<file path="config.mk">
export PLATFORM = sky130hd
export DESIGN_NAME = sdif_framer
export DESIGN_NICKNAME = d
export VERILOG_FILES = /design/src/rtl/sdif_framer.v
export VERILOG_INCLUDE_DIRS = /design/src /design/src/rtl
export SDC_FILE = /design/constraint.sdc
export NUM_CORES = 1
export LEC_CHECK = 0
export BUFFER_PORTS_ARGS = -buffer_cell sky130_fd_sc_hd__buf_4
export CORE_MARGIN = 8
export CORE_UTILIZATION = 34
export CTS_BUF_LIST = sky130_fd_sc_hd__clkbuf_8 sky130_fd_sc_hd__clkbuf_16
export CTS_CLUSTER_SIZE = 28
export DETAILED_ROUTE_END_ITERATION = 10
export GPL_TIMING_DRIVEN = 0
export PLACE_DENSITY = 0.63
export SLEW_MARGIN = 20
export SYNTH_ARGS = -nofsm -noshare
export SYNTH_HDL_FRONTEND = slang
export SYNTH_SLANG_ARGS = --single-unit
</file>
<file path="constraint.sdc">
create_clock -name clock -period 4.6 [get_ports clock]
set_input_delay 0.92 -clock clock [delete_from_list [all_inputs] [get_ports clock]]
set_output_delay 0.92 -clock clock [all_outputs]
set_load 0.1 [all_outputs]
</file>
<file path="src/rtl/sdif_consts.vh">
// Purpose: shared constants of the slave diagnostic interrupt framer
// Assumes: byte offsets inside the diagnostic frame fit in 8 bits
// Notes: included by its bare name
`ifndef SDIF_CONSTS_VH
`define SDIF_CONSTS_VH

// Interrupt section limits and layout
`define SDIF_IRQ_MAX 8'd48
`define SDIF_IRQ_HDR 8'd4
`define SDIF_REC0_LEN 6'd4
`define SDIF_REC1_EXTRA 6'd40
`define SDIF_REC1_LEN 6'd44
`define SDIF_HW_LEN 8'd4
`define SDIF_PROC_LEN 8'd4
`define SDIF_SWAP_LEN 8'd5
`define SDIF_PROC_ZERO_A 8'd6
`define SDIF_PROC_ZERO_B 8'd7

// Interrupt type codes on irq_type
`define SDIF_T_DIAG 2'h0
`define SDIF_T_HW 2'h1
`define SDIF_T_PROC 2'h2
`define SDIF_T_SWAP 2'h3

// Channel-specific entries
`define SDIF_CHAN_MAX 4'd9
`define SDIF_CHAN_BYTES 8'd3

// Whole frame length budget
`define SDIF_FRAME_MAX 9'h0f4

// Configuration fault reporting
`define SDIF_SLOTS 17
`define SDIF_ST_FAULT 2'h1
`define SDIF_ST_NOMOD 2'h3

`endif

</file>
<file path="src/rtl/sdif_framer.v">
// Purpose: streams channel entries and the interrupt section of a slave diagnostic frame
// Assumes: all inputs come from logic on the same clock; records are written by I/O modules
// Notes: bytes leave on a valid/ready byte port with their frame offset
`timescale 1ns/10ps
`include "sdif_consts.vh"

// Function
// - interrupt section never exceeds 48 bytes
// - interrupt section follows channel or identifier data
// - pending interrupt drops channel entries to fit
// - module diagnostics at most 44 bytes, two records
// - record zero holds exactly 4 state bytes
// - record one repeats 4, adds 40 bytes
// - records come from modules, passed unchanged
// - diagnostic interrupt sends 44-byte record at x+4
// - hardware interrupt status is 4 bytes
// - swapping interrupt information is 5 bytes
// - digital process interrupt forces x+6, x+7 zero
// - configuration faults fail station regardless of parameter
// - configuration fault sets identifier bits slots 1-17
// - slots before failing slot report status 01
// - failing slot onward reports status 11
// - slave failure stops cyclic user data exchange
// - failed slave still frames diagnostics and records
// - master or slave events enter slave failure
// - each channel entry takes 3 bytes
// - at most 9 entries, overflow flag beyond
module sdif_framer (
    // Clock and reset
    input wire clock,
    input wire nrst,
    // Frame request and layout
    input wire frame_req,
    input wire [7:0] id_end_off,
    input wire [7:0] chan_base,
    // Channel entry store
    input wire chan_wr,
    input wire [3:0] chan_wr_idx,
    input wire [23:0] chan_wr_data,
    input wire [4:0] chan_pending,
    // Module record store
    input wire rec_wr,
    input wire [5:0] rec_wr_idx,
    input wire [7:0] rec_wr_data,
    // Pending interrupt
    input wire irq_pend,
    input wire [1:0] irq_type,
    input wire [7:0] irq_slot,
    input wire [7:0] irq_spec,
    input wire irq_dig8,
    // Configuration state
    input wire cfg_no_term,
    input wire cfg_too_many,
    input wire cfg_bus_fault,
    input wire [4:0] fail_slot,
    input wire [16:0] id_diag_in,
    input wire [33:0] mod_status_in,
    // Failure events
    input wire master_new_cfg,
    input wire master_conn_lost,
    input wire master_off,
    input wire xchg_restart,
    // Byte stream out
    input wire out_ready,
    output reg out_valid_reg,
    output reg [7:0] out_byte_reg,
    output reg [7:0] out_off_reg,
    output reg out_last_reg,
    // Frame results
    output reg frame_done_reg,
    output reg irq_sent_reg,
    output reg [7:0] irq_start_reg,
    output reg [3:0] chan_count_reg,
    output reg diag_overflow_reg,
    // Station state
    output reg failed_reg,
    output reg xchg_en_reg,
    output reg cfg_fault_reg,
    output reg [16:0] id_diag_reg,
    output reg [33:0] mod_status_reg
);

    // Sequencer states. Idle waits for a request and latches the pending
    // interrupt, calc trims channel entries one per cycle until the interrupt
    // section fits the frame budget, chan and irq stream bytes, and done
    // pulses the completion flags once the last byte has been accepted.
    // Trimming one entry per cycle keeps the adder chain short at the
    // price of a few idle cycles on an overfull frame; a frame with no
    // entries and no interrupt still passes through done.
    localparam S_IDLE = 3'h0;
    localparam S_CALC = 3'h1;
    localparam S_CHAN = 3'h2;
    localparam S_IRQ = 3'h3;
    localparam S_DONE = 3'h4;

    // Sequencer state and counters
    // n_reg: entries kept, ent_reg and k_reg: entry and byte within it
    // b_reg: index inside the interrupt section, off_reg: next frame offset
    reg [2:0] state_reg;
    reg [3:0] n_reg;
    reg [3:0] ent_reg;
    reg [1:0] k_reg;
    reg [7:0] b_reg;
    reg [7:0] off_reg;
    // Interrupt kind latched at the request, so a change on the
    // type input while streaming cannot tear the section apart
    reg irq_reg;
    reg [1:0] type_reg;
    reg [7:0] ilen_reg;
    // Storage for channel entries and the module's two records;
    // the records share one array since the second repeats the first
    reg [23:0] chan_mem [0:8];
    reg [7:0] rec_mem [0:43];

    // Any configuration fault counts, whatever the station parameters say
    wire cfg_fault = cfg_no_term | cfg_too_many | cfg_bus_fault;
    // A new byte may be loaded when the holding register is empty or drained
    wire take = ~out_valid_reg | out_ready;

    // Entry and record stores, filled only by the modules
    // The stores are not reset: the modules rewrite them before any frame,
    // and an out-of-range index is dropped rather than wrapped
    always @(posedge clock) begin
        if (chan_wr && chan_wr_idx < `SDIF_CHAN_MAX) begin
            chan_mem[chan_wr_idx] <= chan_wr_data;
        end
        if (rec_wr && rec_wr_idx < `SDIF_REC1_LEN) begin
            rec_mem[rec_wr_idx] <= rec_wr_data;
        end
    end

    // Interrupt section length by type, header included
    // The length byte counts the whole section, so a diagnostic interrupt
    // comes to the 48-byte ceiling exactly and no other kind exceeds it
    reg [7:0] ilen_w;
    always @* begin
        case (irq_type)
            `SDIF_T_DIAG: ilen_w = `SDIF_IRQ_HDR + {2'h0, `SDIF_REC1_LEN};
            `SDIF_T_HW: ilen_w = `SDIF_IRQ_HDR + `SDIF_HW_LEN;
            `SDIF_T_PROC: ilen_w = `SDIF_IRQ_HDR + `SDIF_PROC_LEN;
            default: ilen_w = `SDIF_IRQ_HDR + `SDIF_SWAP_LEN;
        endcase
    end

    // Start of interrupt section from the entries kept
    // Three bytes per entry, computed as 2n + n to avoid a multiplier
    // With no entries the section sits right behind the identifier bytes
    // The end sum is one bit wider so an overfull frame cannot wrap
    wire [7:0] chan_span = {3'h0, n_reg, 1'b0} + {4'h0, n_reg};
    wire [7:0] start_w = (n_reg == 4'h0) ? id_end_off : chan_base + chan_span;
    wire [8:0] end_w = {1'b0, start_w} + {1'b0, ilen_reg};
    wire too_long = irq_reg && (end_w > `SDIF_FRAME_MAX) && (n_reg != 4'h0);

    // Byte of the current channel entry
    // Entries leave most significant byte first
    reg [7:0] chan_byte_w;
    always @* begin
        case (k_reg)
            2'h0: chan_byte_w = chan_mem[ent_reg][23:16];
            2'h1: chan_byte_w = chan_mem[ent_reg][15:8];
            default: chan_byte_w = chan_mem[ent_reg][7:0];
        endcase
    end

    // Byte of the interrupt section at index b_reg
    // Header bytes first, then record bytes from index 4 on;
    // the digital process case masks two payload bytes to zero
    reg [7:0] irq_byte_w;
    reg [7:0] rec_i;
    always @* begin
        rec_i = b_reg - `SDIF_IRQ_HDR;
        case (b_reg)
            8'h00: irq_byte_w = ilen_reg;
            8'h01: irq_byte_w = {6'h00, type_reg};
            8'h02: irq_byte_w = irq_slot;
            8'h03: irq_byte_w = irq_spec;
            default: irq_byte_w = rec_mem[rec_i[5:0]];
        endcase
        if (type_reg == `SDIF_T_PROC && irq_dig8 &&
            (b_reg == `SDIF_PROC_ZERO_A || b_reg == `SDIF_PROC_ZERO_B)) begin
            irq_byte_w = 8'h00;
        end
    end

    // Frame sequencer, runs whether or not the slave has failed
    // Accepting a byte empties the holding register unless a new one is
    // loaded in the same cycle below
    always @(posedge clock) begin
        if (!nrst) begin
            state_reg <= S_IDLE;
            n_reg <= 4'h0;
            ent_reg <= 4'h0;
            k_reg <= 2'h0;
            b_reg <= 8'h00;
            off_reg <= 8'h00;
            irq_reg <= 1'b0;
            type_reg <= 2'h0;
            ilen_reg <= 8'h00;
            out_valid_reg <= 1'b0;
            out_byte_reg <= 8'h00;
            out_off_reg <= 8'h00;
            out_last_reg <= 1'b0;
            frame_done_reg <= 1'b0;
            irq_sent_reg <= 1'b0;
            irq_start_reg <= 8'h00;
            chan_count_reg <= 4'h0;
            diag_overflow_reg <= 1'b0;
        end else begin
            frame_done_reg <= 1'b0;
            irq_sent_reg <= 1'b0;
            if (out_valid_reg && out_ready) begin
                out_valid_reg <= 1'b0;
            end
            case (state_reg)
                S_IDLE: begin
                    if (frame_req) begin
                        diag_overflow_reg <= (chan_pending > {1'b0, `SDIF_CHAN_MAX});
                        n_reg <= (chan_pending > {1'b0, `SDIF_CHAN_MAX}) ?
                            `SDIF_CHAN_MAX : chan_pending[3:0];
                        irq_reg <= irq_pend;
                        type_reg <= irq_type;
                        ilen_reg <= ilen_w;
                        state_reg <= S_CALC;
                    end
                end
                // Drop one entry per cycle while the section would overrun
                S_CALC: begin
                    if (too_long) begin
                        n_reg <= n_reg - 4'h1;
                    end else begin
                        chan_count_reg <= n_reg;
                        irq_start_reg <= start_w;
                        ent_reg <= 4'h0;
                        k_reg <= 2'h0;
                        b_reg <= 8'h00;
                        off_reg <= chan_base;
                        if (n_reg != 4'h0) begin
                            state_reg <= S_CHAN;
                        end else if (irq_reg) begin
                            off_reg <= start_w;
                            state_reg <= S_IRQ;
                        end else begin
                            state_reg <= S_DONE;
                        end
                    end
                end
                S_CHAN: begin
                    if (take) begin
                        out_valid_reg <= 1'b1;
                        out_byte_reg <= chan_byte_w;
                        out_off_reg <= off_reg;
                        off_reg <= off_reg + 8'h01;
                        if (k_reg == 2'h2) begin
                            k_reg <= 2'h0;
                            ent_reg <= ent_reg + 4'h1;
                            if (ent_reg + 4'h1 == n_reg) begin
                                out_last_reg <= ~irq_reg;
                                state_reg <= irq_reg ? S_IRQ : S_DONE;
                            end
                        end else begin
                            k_reg <= k_reg + 2'h1;
                        end
                    end
                end
                S_IRQ: begin
                    if (take) begin
                        out_valid_reg <= 1'b1;
                        out_byte_reg <= irq_byte_w;
                        out_off_reg <= off_reg;
                        off_reg <= off_reg + 8'h01;
                        b_reg <= b_reg + 8'h01;
                        out_last_reg <= (b_reg + 8'h01 == ilen_reg);
                        if (b_reg + 8'h01 == ilen_reg) begin
                            state_reg <= S_DONE;
                        end
                    end
                end
                // Wait for the last byte to drain, then pulse completion
                S_DONE: begin
                    if (take) begin
                        out_valid_reg <= 1'b0;
                        out_last_reg <= 1'b0;
                        frame_done_reg <= 1'b1;
                        irq_sent_reg <= irq_reg;
                        state_reg <= S_IDLE;
                    end
                end
                default: begin
                    state_reg <= S_IDLE;
                end
            endcase
        end
    end

    // Slave failure: set by any event, restart only when clean
    // An event in the restart cycle wins, so a restart cannot hide a fault
    // Cyclic exchange is allowed only while the slave is not failed
    wire fail_evt = master_new_cfg | master_conn_lost | master_off | cfg_fault;
    wire failed_next = fail_evt | (failed_reg & ~xchg_restart);
    always @(posedge clock) begin
        if (!nrst) begin
            failed_reg <= 1'b0;
            xchg_en_reg <= 1'b0;
            cfg_fault_reg <= 1'b0;
        end else begin
            failed_reg <= failed_next;
            xchg_en_reg <= ~failed_next;
            cfg_fault_reg <= cfg_fault;
        end
    end

    // Per slot identifier bit and module status
    // On a fault every identifier bit is set and slots before the failing
    // one read as faulty, the rest as missing; otherwise the module values
    // pass through one cycle late. Slot numbers start at one, so slot
    // gi + 1 is compared against the failing slot.
    genvar gi;
    generate
        for (gi = 0; gi < `SDIF_SLOTS; gi = gi + 1) begin : g_slot
            always @(posedge clock) begin
                if (!nrst) begin
                    id_diag_reg[gi] <= 1'b0;
                    mod_status_reg[2*gi+1:2*gi] <= 2'h0;
                end else if (cfg_fault) begin
                    id_diag_reg[gi] <= 1'b1;
                    if (gi + 1 < fail_slot) begin
                        mod_status_reg[2*gi+1:2*gi] <= `SDIF_ST_FAULT;
                    end else begin
                        mod_status_reg[2*gi+1:2*gi] <= `SDIF_ST_NOMOD;
                    end
                end else begin
                    id_diag_reg[gi] <= id_diag_in[gi];
                    mod_status_reg[2*gi+1:2*gi] <= mod_status_in[2*gi+1:2*gi];
                end
            end
        end
    endgenerate

endmodule // sdif_framer

</file>
-- Yosys cells after proc, flatten, opt, wreduce, memory -nomap -nowiden
Memory sizes are Yosys's and may differ from the RTL's. A register that Yosys moved wholly into a read port is not among the register bits.
Cells that the tools add are included.
- register bits: 127
- memories kept: 2
- input port bits: 152
- memory bits (writable): 568
- output and inout bits: 87
- logic and storage cells: 268
- reduce and logical (&&, ||, !) cells: 35
- add/sub/neg operators: 9
- bitwise logic cells: 13
- eq/ne operators: 26
- mux-type cells: 107
- order comparisons: 21
- memories (name ; depth ; bits a word ; read ports ; clocked after memory_dff ; write ports ; line ; RTL):
    rec_mem ; 44 ; 8 ; 1 ; 0 ; 1 ; sdif_framer.v:113 ; reg [7:0] rec_mem [0:43];
    chan_mem ; 9 ; 24 ; 1 ; 1 ; 1 ; sdif_framer.v:112 ; reg [23:0] chan_mem [0:8];
- operator list (kind ; number):
    2-to-1 mux 8 bit ; 10
    2-to-1 mux 2 bit ; 37
    case mux 8 bit (2 select lines) ; 4
    < comparator 4 x 5 -> 1 bit (first input constant) ; 8
    2-to-1 mux 4 bit ; 8
    case mux 8 bit (4 select lines) ; 1
    2-to-1 mux 1 bit ; 30
    2-to-1 mux 3 bit ; 10
    < comparator 3 x 5 -> 1 bit (first input constant) ; 4
    inequality test 2 bit (second input constant) ; 9
    AND reduction 3 bit ; 6
    adder 8 x 1 -> 8 bit (second input constant) ; 2
    == test 8 x 2 -> 1 bit (second input constant) ; 2
    == test 8 x 3 -> 1 bit (second input constant) ; 2
    case mux 4 bit (2 select lines) ; 2
    case mux 3 bit (5 select lines) ; 1
    case mux 6 bit (2 select lines) ; 1
    < comparator 2 x 5 -> 1 bit (first input constant) ; 2
    < comparator 5 bit (first input constant) ; 2
    nonzero test 2 bit ; 5
    adder 8 x 8 -> 9 bit ; 1
    > comparator 9 x 8 -> 1 bit (second input constant) ; 1
    adder 8 x 6 -> 8 bit ; 1
    == test 8 x 1 -> 1 bit (second input constant) ; 1
    other kinds (36) ; 61

-- Longest topological paths before layout
- depth after elaboration: 11
- gate-level depth with buffers: 19
- gate-level depth less buffers: 17

-- Worst setup path after synthesis
OpenSTA, ideal clock, no wires.
- path type: in2reg
- from: input chan_base[1]
- to: register (tool-made name)
- path buffers: 2
- cell stages on the path: 19
- required time: 4.482 ns
- library setup time: 0.118 ns
- setup slack: -0.068 ns
- data arrival time: 4.550 ns
- cells stage by stage: fa_1 ha_1 inv_1 fa_1 nand2b_1 nand2b_1 a211oi_1 o31ai_1 ha_1 and2_1 a221o_1 a21oi_1 o211ai_1 o21a_1 a31oi_2 buf_4 buf_6 nor2_1 o21a_1
- RTL lines (what ; line ; RTL):
    start: declaration ; sdif_framer.v:35 ; input wire [7:0] chan_base,

==> summary.md <==
| Metric | Value |
|---|---|
| Number of I/O pins | `between 200 and 250` |
| Logic pwr share | `20.1%` |
| Worst stage delay on the critical path | `0.51 ns` |
| Number of buffers created by CTS | `74` |
| Top delay family on crit path | `compound AO/OA/AOI/OAI gates` |
| Synth async-reset ratio | `0%` |
| Critical Path Fanout Max | `9` |
| Instance count on the critical path | `17` |
| Slew HR | `between 30% and 40%` |
| Worst path buffer plus inverter count | `2` |
| Fin area | `0.0343 mm^2` |
| Vias in the first global route | `approximately 17k` |
| CP arrival | `around 5.0 ns` |
| Fmax | `around 220 MHz` |
| Sw Share | `about 30%` |
| P_sw | `about 0.0049 W` |
| Initial antenna violation count | `1` |
| Worst r2r src | `n_reg[2]` |
| Worst skew pair latency | `0.63 ns` |
| Hpwl dp | `around 53000 um` |
| Share of cells above drive strength 1 | `approximately 28%` |
| Total power | `between 0.015 and 0.02 W` |
| Post-synthesis net count | `1941` |
| Crit path max-delay cell type | `fa_1` |
| Max-Cap Viols | `0` |
| Die height | `304 um` |
| # setup viols final | `0` |
| Tcrit/Tclk final | `between 90 and 100%` |
| Worst setup path startpoint | `n_reg[2]` |
| Drt pass-1 iters | `5` |
| Skew final | `~0.043 ns` |
| Final min period | `around 4.5 ns` |
| Fin nets | `2279` |
| Reg area | `a little under 0.02 mm^2` |
| Port buffer count | `235` |
| CTS tree | `yes` |
| Multi-input gate area | `between 0.008 and 0.009 mm^2` |
| Largest net degree at the start of global routing | `between 40 and 50` |
| VDD IR max | `between 0.0002 and 0.0003 V` |
| Die area | `between 0.09 and 0.1 mm^2` |
| Cell Count Post-Placement | `3083` |
| Synth area leaders | `edfxtp_1 (60%), mux4_2 (12%), dfxtp_1 (8.9%)` |
| Vias | `between 15k and 20k` |
| DP Area | `0.0317 mm^2` |
| DRC | `0` |
| GP Congestion | `approximately 0.9` |
| Global-route wire length before repair | `112000 um` |
| Power per cell area | `475 mW/mm^2` |
| Register area share after synthesis | `69.2%` |
| Dominant synthesized flop cell | `edfxtp_1` |
| Worst EP required | `between 5 and 6 ns` |
| Post-place setup slack | `-0.929 ns` |
| Die W | `~300 um` |
| Worst min path class | `flop to flop` |
| Reg power frac | `around 44%` |
| Post-Layout Cell Count | `~3.2k` |
| Clock sink count | `approximately 690` |
| Area growth, synth to finish | `21.1%` |
| FP Rows | `between 100 and 150` |
| Pint | `around 0.011 W` |
| FILL cells | `7399` |
| Clk root buf | `clkbuf_16` |
| Max reg flops | `352` |
| Global Route Usage Sum | `between 10% and 20%` |
| CTS max path bufs | `3` |
| H-tree levels | `3` |
| Starting DRT DRC Count | `between 1.5k and 2k` |
| Routed vias/inst | `roughly 5.3` |
| Reg clk slew, reported paths | `approximately 0.06 ns` |
| Count of pins over their slew limit | `0` |
| Final Hold Fails | `0` |
| Syn_area_per_cell | `around 16 um^2` |
| Clock power frac | `between 30% and 40%` |
| Final ANT Viol Nets | `0` |
| R2R setup slack | `between 0.05 and 0.06 ns` |
| Startpoint Class | `flop` |
| P_leak | `about 11 nW` |
| Overflow after GRT | `0` |
| Area of the core | `slightly above 0.08 mm^2` |
| R2R cell count | `17` |
| Area share of the largest cell type after synthesis | `between 60% and 70%` |
| Post-synthesis cell type count | `a little over 70` |
| Synth area leader | `edfxtp_1` |
| CP Cell Sequence | `fa_1 > ha_1 > a21o_1 > a21oi_1 > xor2_1 > o21ai_1 > ha_1 > and2_4 > a221o_1 > a21oi_2 > o211ai_1 > o21a_1 > a31oi_4 > buf_6 > buf_8 > nor2_1 > o21a_1` |
| TNS Setup | `0 ns` |
| Avg WL per Cell | `between 20 and 25 um` |
| Setup WS post-layout | `about 0.056 ns` |
| Post-synth EDFFs | `between 500 and 600` |
| Post-synthesis cell area | `roughly 0.028 mm^2` |
| Warnings, synthesis | `0` |
| Setup CP Type | `flop to flop` |
| Routed wire length | `roughly 76000 um` |
| Status | `finished clean` |
| Syn Inst Count | `approximately 1.8k` |
| Slew @ Worst Pin | `0.989 ns` |
| Flops & latches, synth | `roughly 700` |
| Critical Path End Type | `flop` |
| Initial Util | `between 30% and 40%` |
## metal layers
metal,GRT usage (%),share of wire (%),vias to the layer above
li1,-,-,7554
met1,20.8,41,8716
met2,25.7,48,694
met3,4.34,8.5,121
met4,4.67,2.6,0
met5,0,0,-
## metrics by stage
stage	hold slack, ns	utilization (%)
2_1_floorplan	0.444	-
3_3_place_gp	0.457	38.2
3_5_place_dp	0.464	38.5
4_1_cts	0.443	41.5
5_1_grt	0.468	41.6
6_report	0.473	41.6
## power groups by stage
| stage | Clock, W | Sequential, W | Combinational (W) |
|---|---|---|---|
| floorplan | 0 | 0.00798 | 0.00144 |
| detailed placement | 0 | 0.00732 | 0.00308 |
| global placement | 0 | 0.00732 | 0.00302 |
| CTS | 0.00593 | 0.00719 | 0.00311 |
| global route | 0.00617 | 0.00721 | 0.00347 |
| finish | 0.00580 | 0.00719 | 0.00327 |
## synth_stat cells, types with 4 or more instances
library cell / count
edfxtp_1: 568
nor2_1: 216
mux4_2: 154
dfxtp_1: 126
nand2_1: 112
a21oi_1: 73
clkbuf_1: 68
mux2i_1: 49
o21ai_0: 45
nand3_1: 26
ha_1: 24
nor3_1: 19
inv_1: 18
nand3b_1: 15
buf_2: 14
nand2b_1: 13
o211ai_1: 13
o22ai_1: 13
a211oi_1: 12
xnor2_1: 12
buf_4: 10
a22oi_1: 9
and2_1: 8
o21a_1: 8
or3_1: 8
xor2_1: 8
a311oi_1: 7
a31oi_1: 7
and3_1: 7
o32ai_1: 7
mux2_2: 6
or2_2: 6
buf_6: 5
nor2b_1: 5
o2111ai_1: 5
o221a_2: 5
buf_1: 4
fa_1: 4
## worst min path at each step
| stage | end | slack, ns | from | cells after the start |
|---|---|---|---|---|
| after floorplan | type_reg[1] | 0.44 | type_reg[1] | 2 |
| after CTS | id_diag_reg[5] | 0.44 | id_diag_in[5] | 3 |
| final | out_off_reg[6] | 0.47 | out_off_reg[6] | 2 |
| after global routing | id_diag_reg[7] | 0.47 | id_diag_in[7] | 3 |
| after detailed placement | out_off_reg[2] | 0.46 | out_off_reg[2] | 2 |
| after global placement | out_off_reg[7] | 0.46 | out_off_reg[7] | 2 |
## worst reg2reg max path, stage by stage, from the launching register on
cell and delay [ns]:
dfxtp_2 0.49, fa_1 0.51, ha_1 0.32, a21o_1 0.20, a21oi_1 0.19, xor2_1 0.08
o21ai_1 0.39, ha_1 0.38, and2_4 0.20, a221o_1 0.30, a21oi_2 0.14, o211ai_1 0.17
o21a_1 0.25, a31oi_4 0.20, buf_6 0.18, buf_8 0.16, nor2_1 0.06, o21a_1 0.18
## cell type report
cell class / count / area share (%)
sequential: 694 / 57.2
inverter: 19 / 0.208
tap: 1070 / 3.91
buffer: 101 / 1.42
timing repair buffer: 262 / 6.07
antenna: 1 / 0.00731
multi-input combinational: 947 / 24.3
clock inverter: 61 / 1.34
clock buffer: 76 / 5.55
## what timing repair did
item | in CTS | in global routing
cloned | 0 | 0
endpoints found under the setup margin | 47 | 44
buffers inserted | 2 | 8
pin swaps | 1 | 5
resized for setup | 6 | 23
hold endpoints to repair | 0 | 0
hold buffers | 0 | 0
## layout by cell type (no fill, tap or decap), drive strengths merged, types with 8 or more instances in the layout
| cell type | count |
|---|---|
| clkinvlp | 10 |
| nand2b | 13 |
| xnor2 | 12 |
| edfxtp | 568 |
| mux2i | 50 |
| xor2 | 8 |
| buf | 294 |
| o21ai | 46 |
| nand3b | 15 |
| a21oi | 73 |
| nor2 | 217 |
| a31oi | 8 |
| o211ai | 13 |
| nand3 | 26 |
| clkinv | 28 |
| a211oi | 13 |
| dfxtp | 126 |
| nand2 | 112 |
| mux4 | 154 |
| ha | 24 |
| a22oi | 9 |
| o22ai | 13 |
| inv | 38 |
| nor3 | 19 |
| or3 | 8 |
| clkbuf | 145 |
| and2 | 8 |
| o21a | 8 |
## logic make-up (layout without fill, tap and decap cells)
| kind of cell | Yosys count | in the layout | synth area share (%) |
|---|---|---|---|
| xor+xnor | 20 | 20 | 0.619 |
| other cells | 0 | 1 | 0 |
| fa+ha+maj | 28 | 28 | 1.34 |
| flops | 694 | 694 | 69.2 |
| compound gates | 237 | 237 | 5.51 |
| simple gates | 452 | 452 | 7.07 |
| mux | 210 | 210 | 14.3 |
| buf+inv | 120 | 519 | 1.92 |
Note: power is estimated with default switching activity, not from simulation.
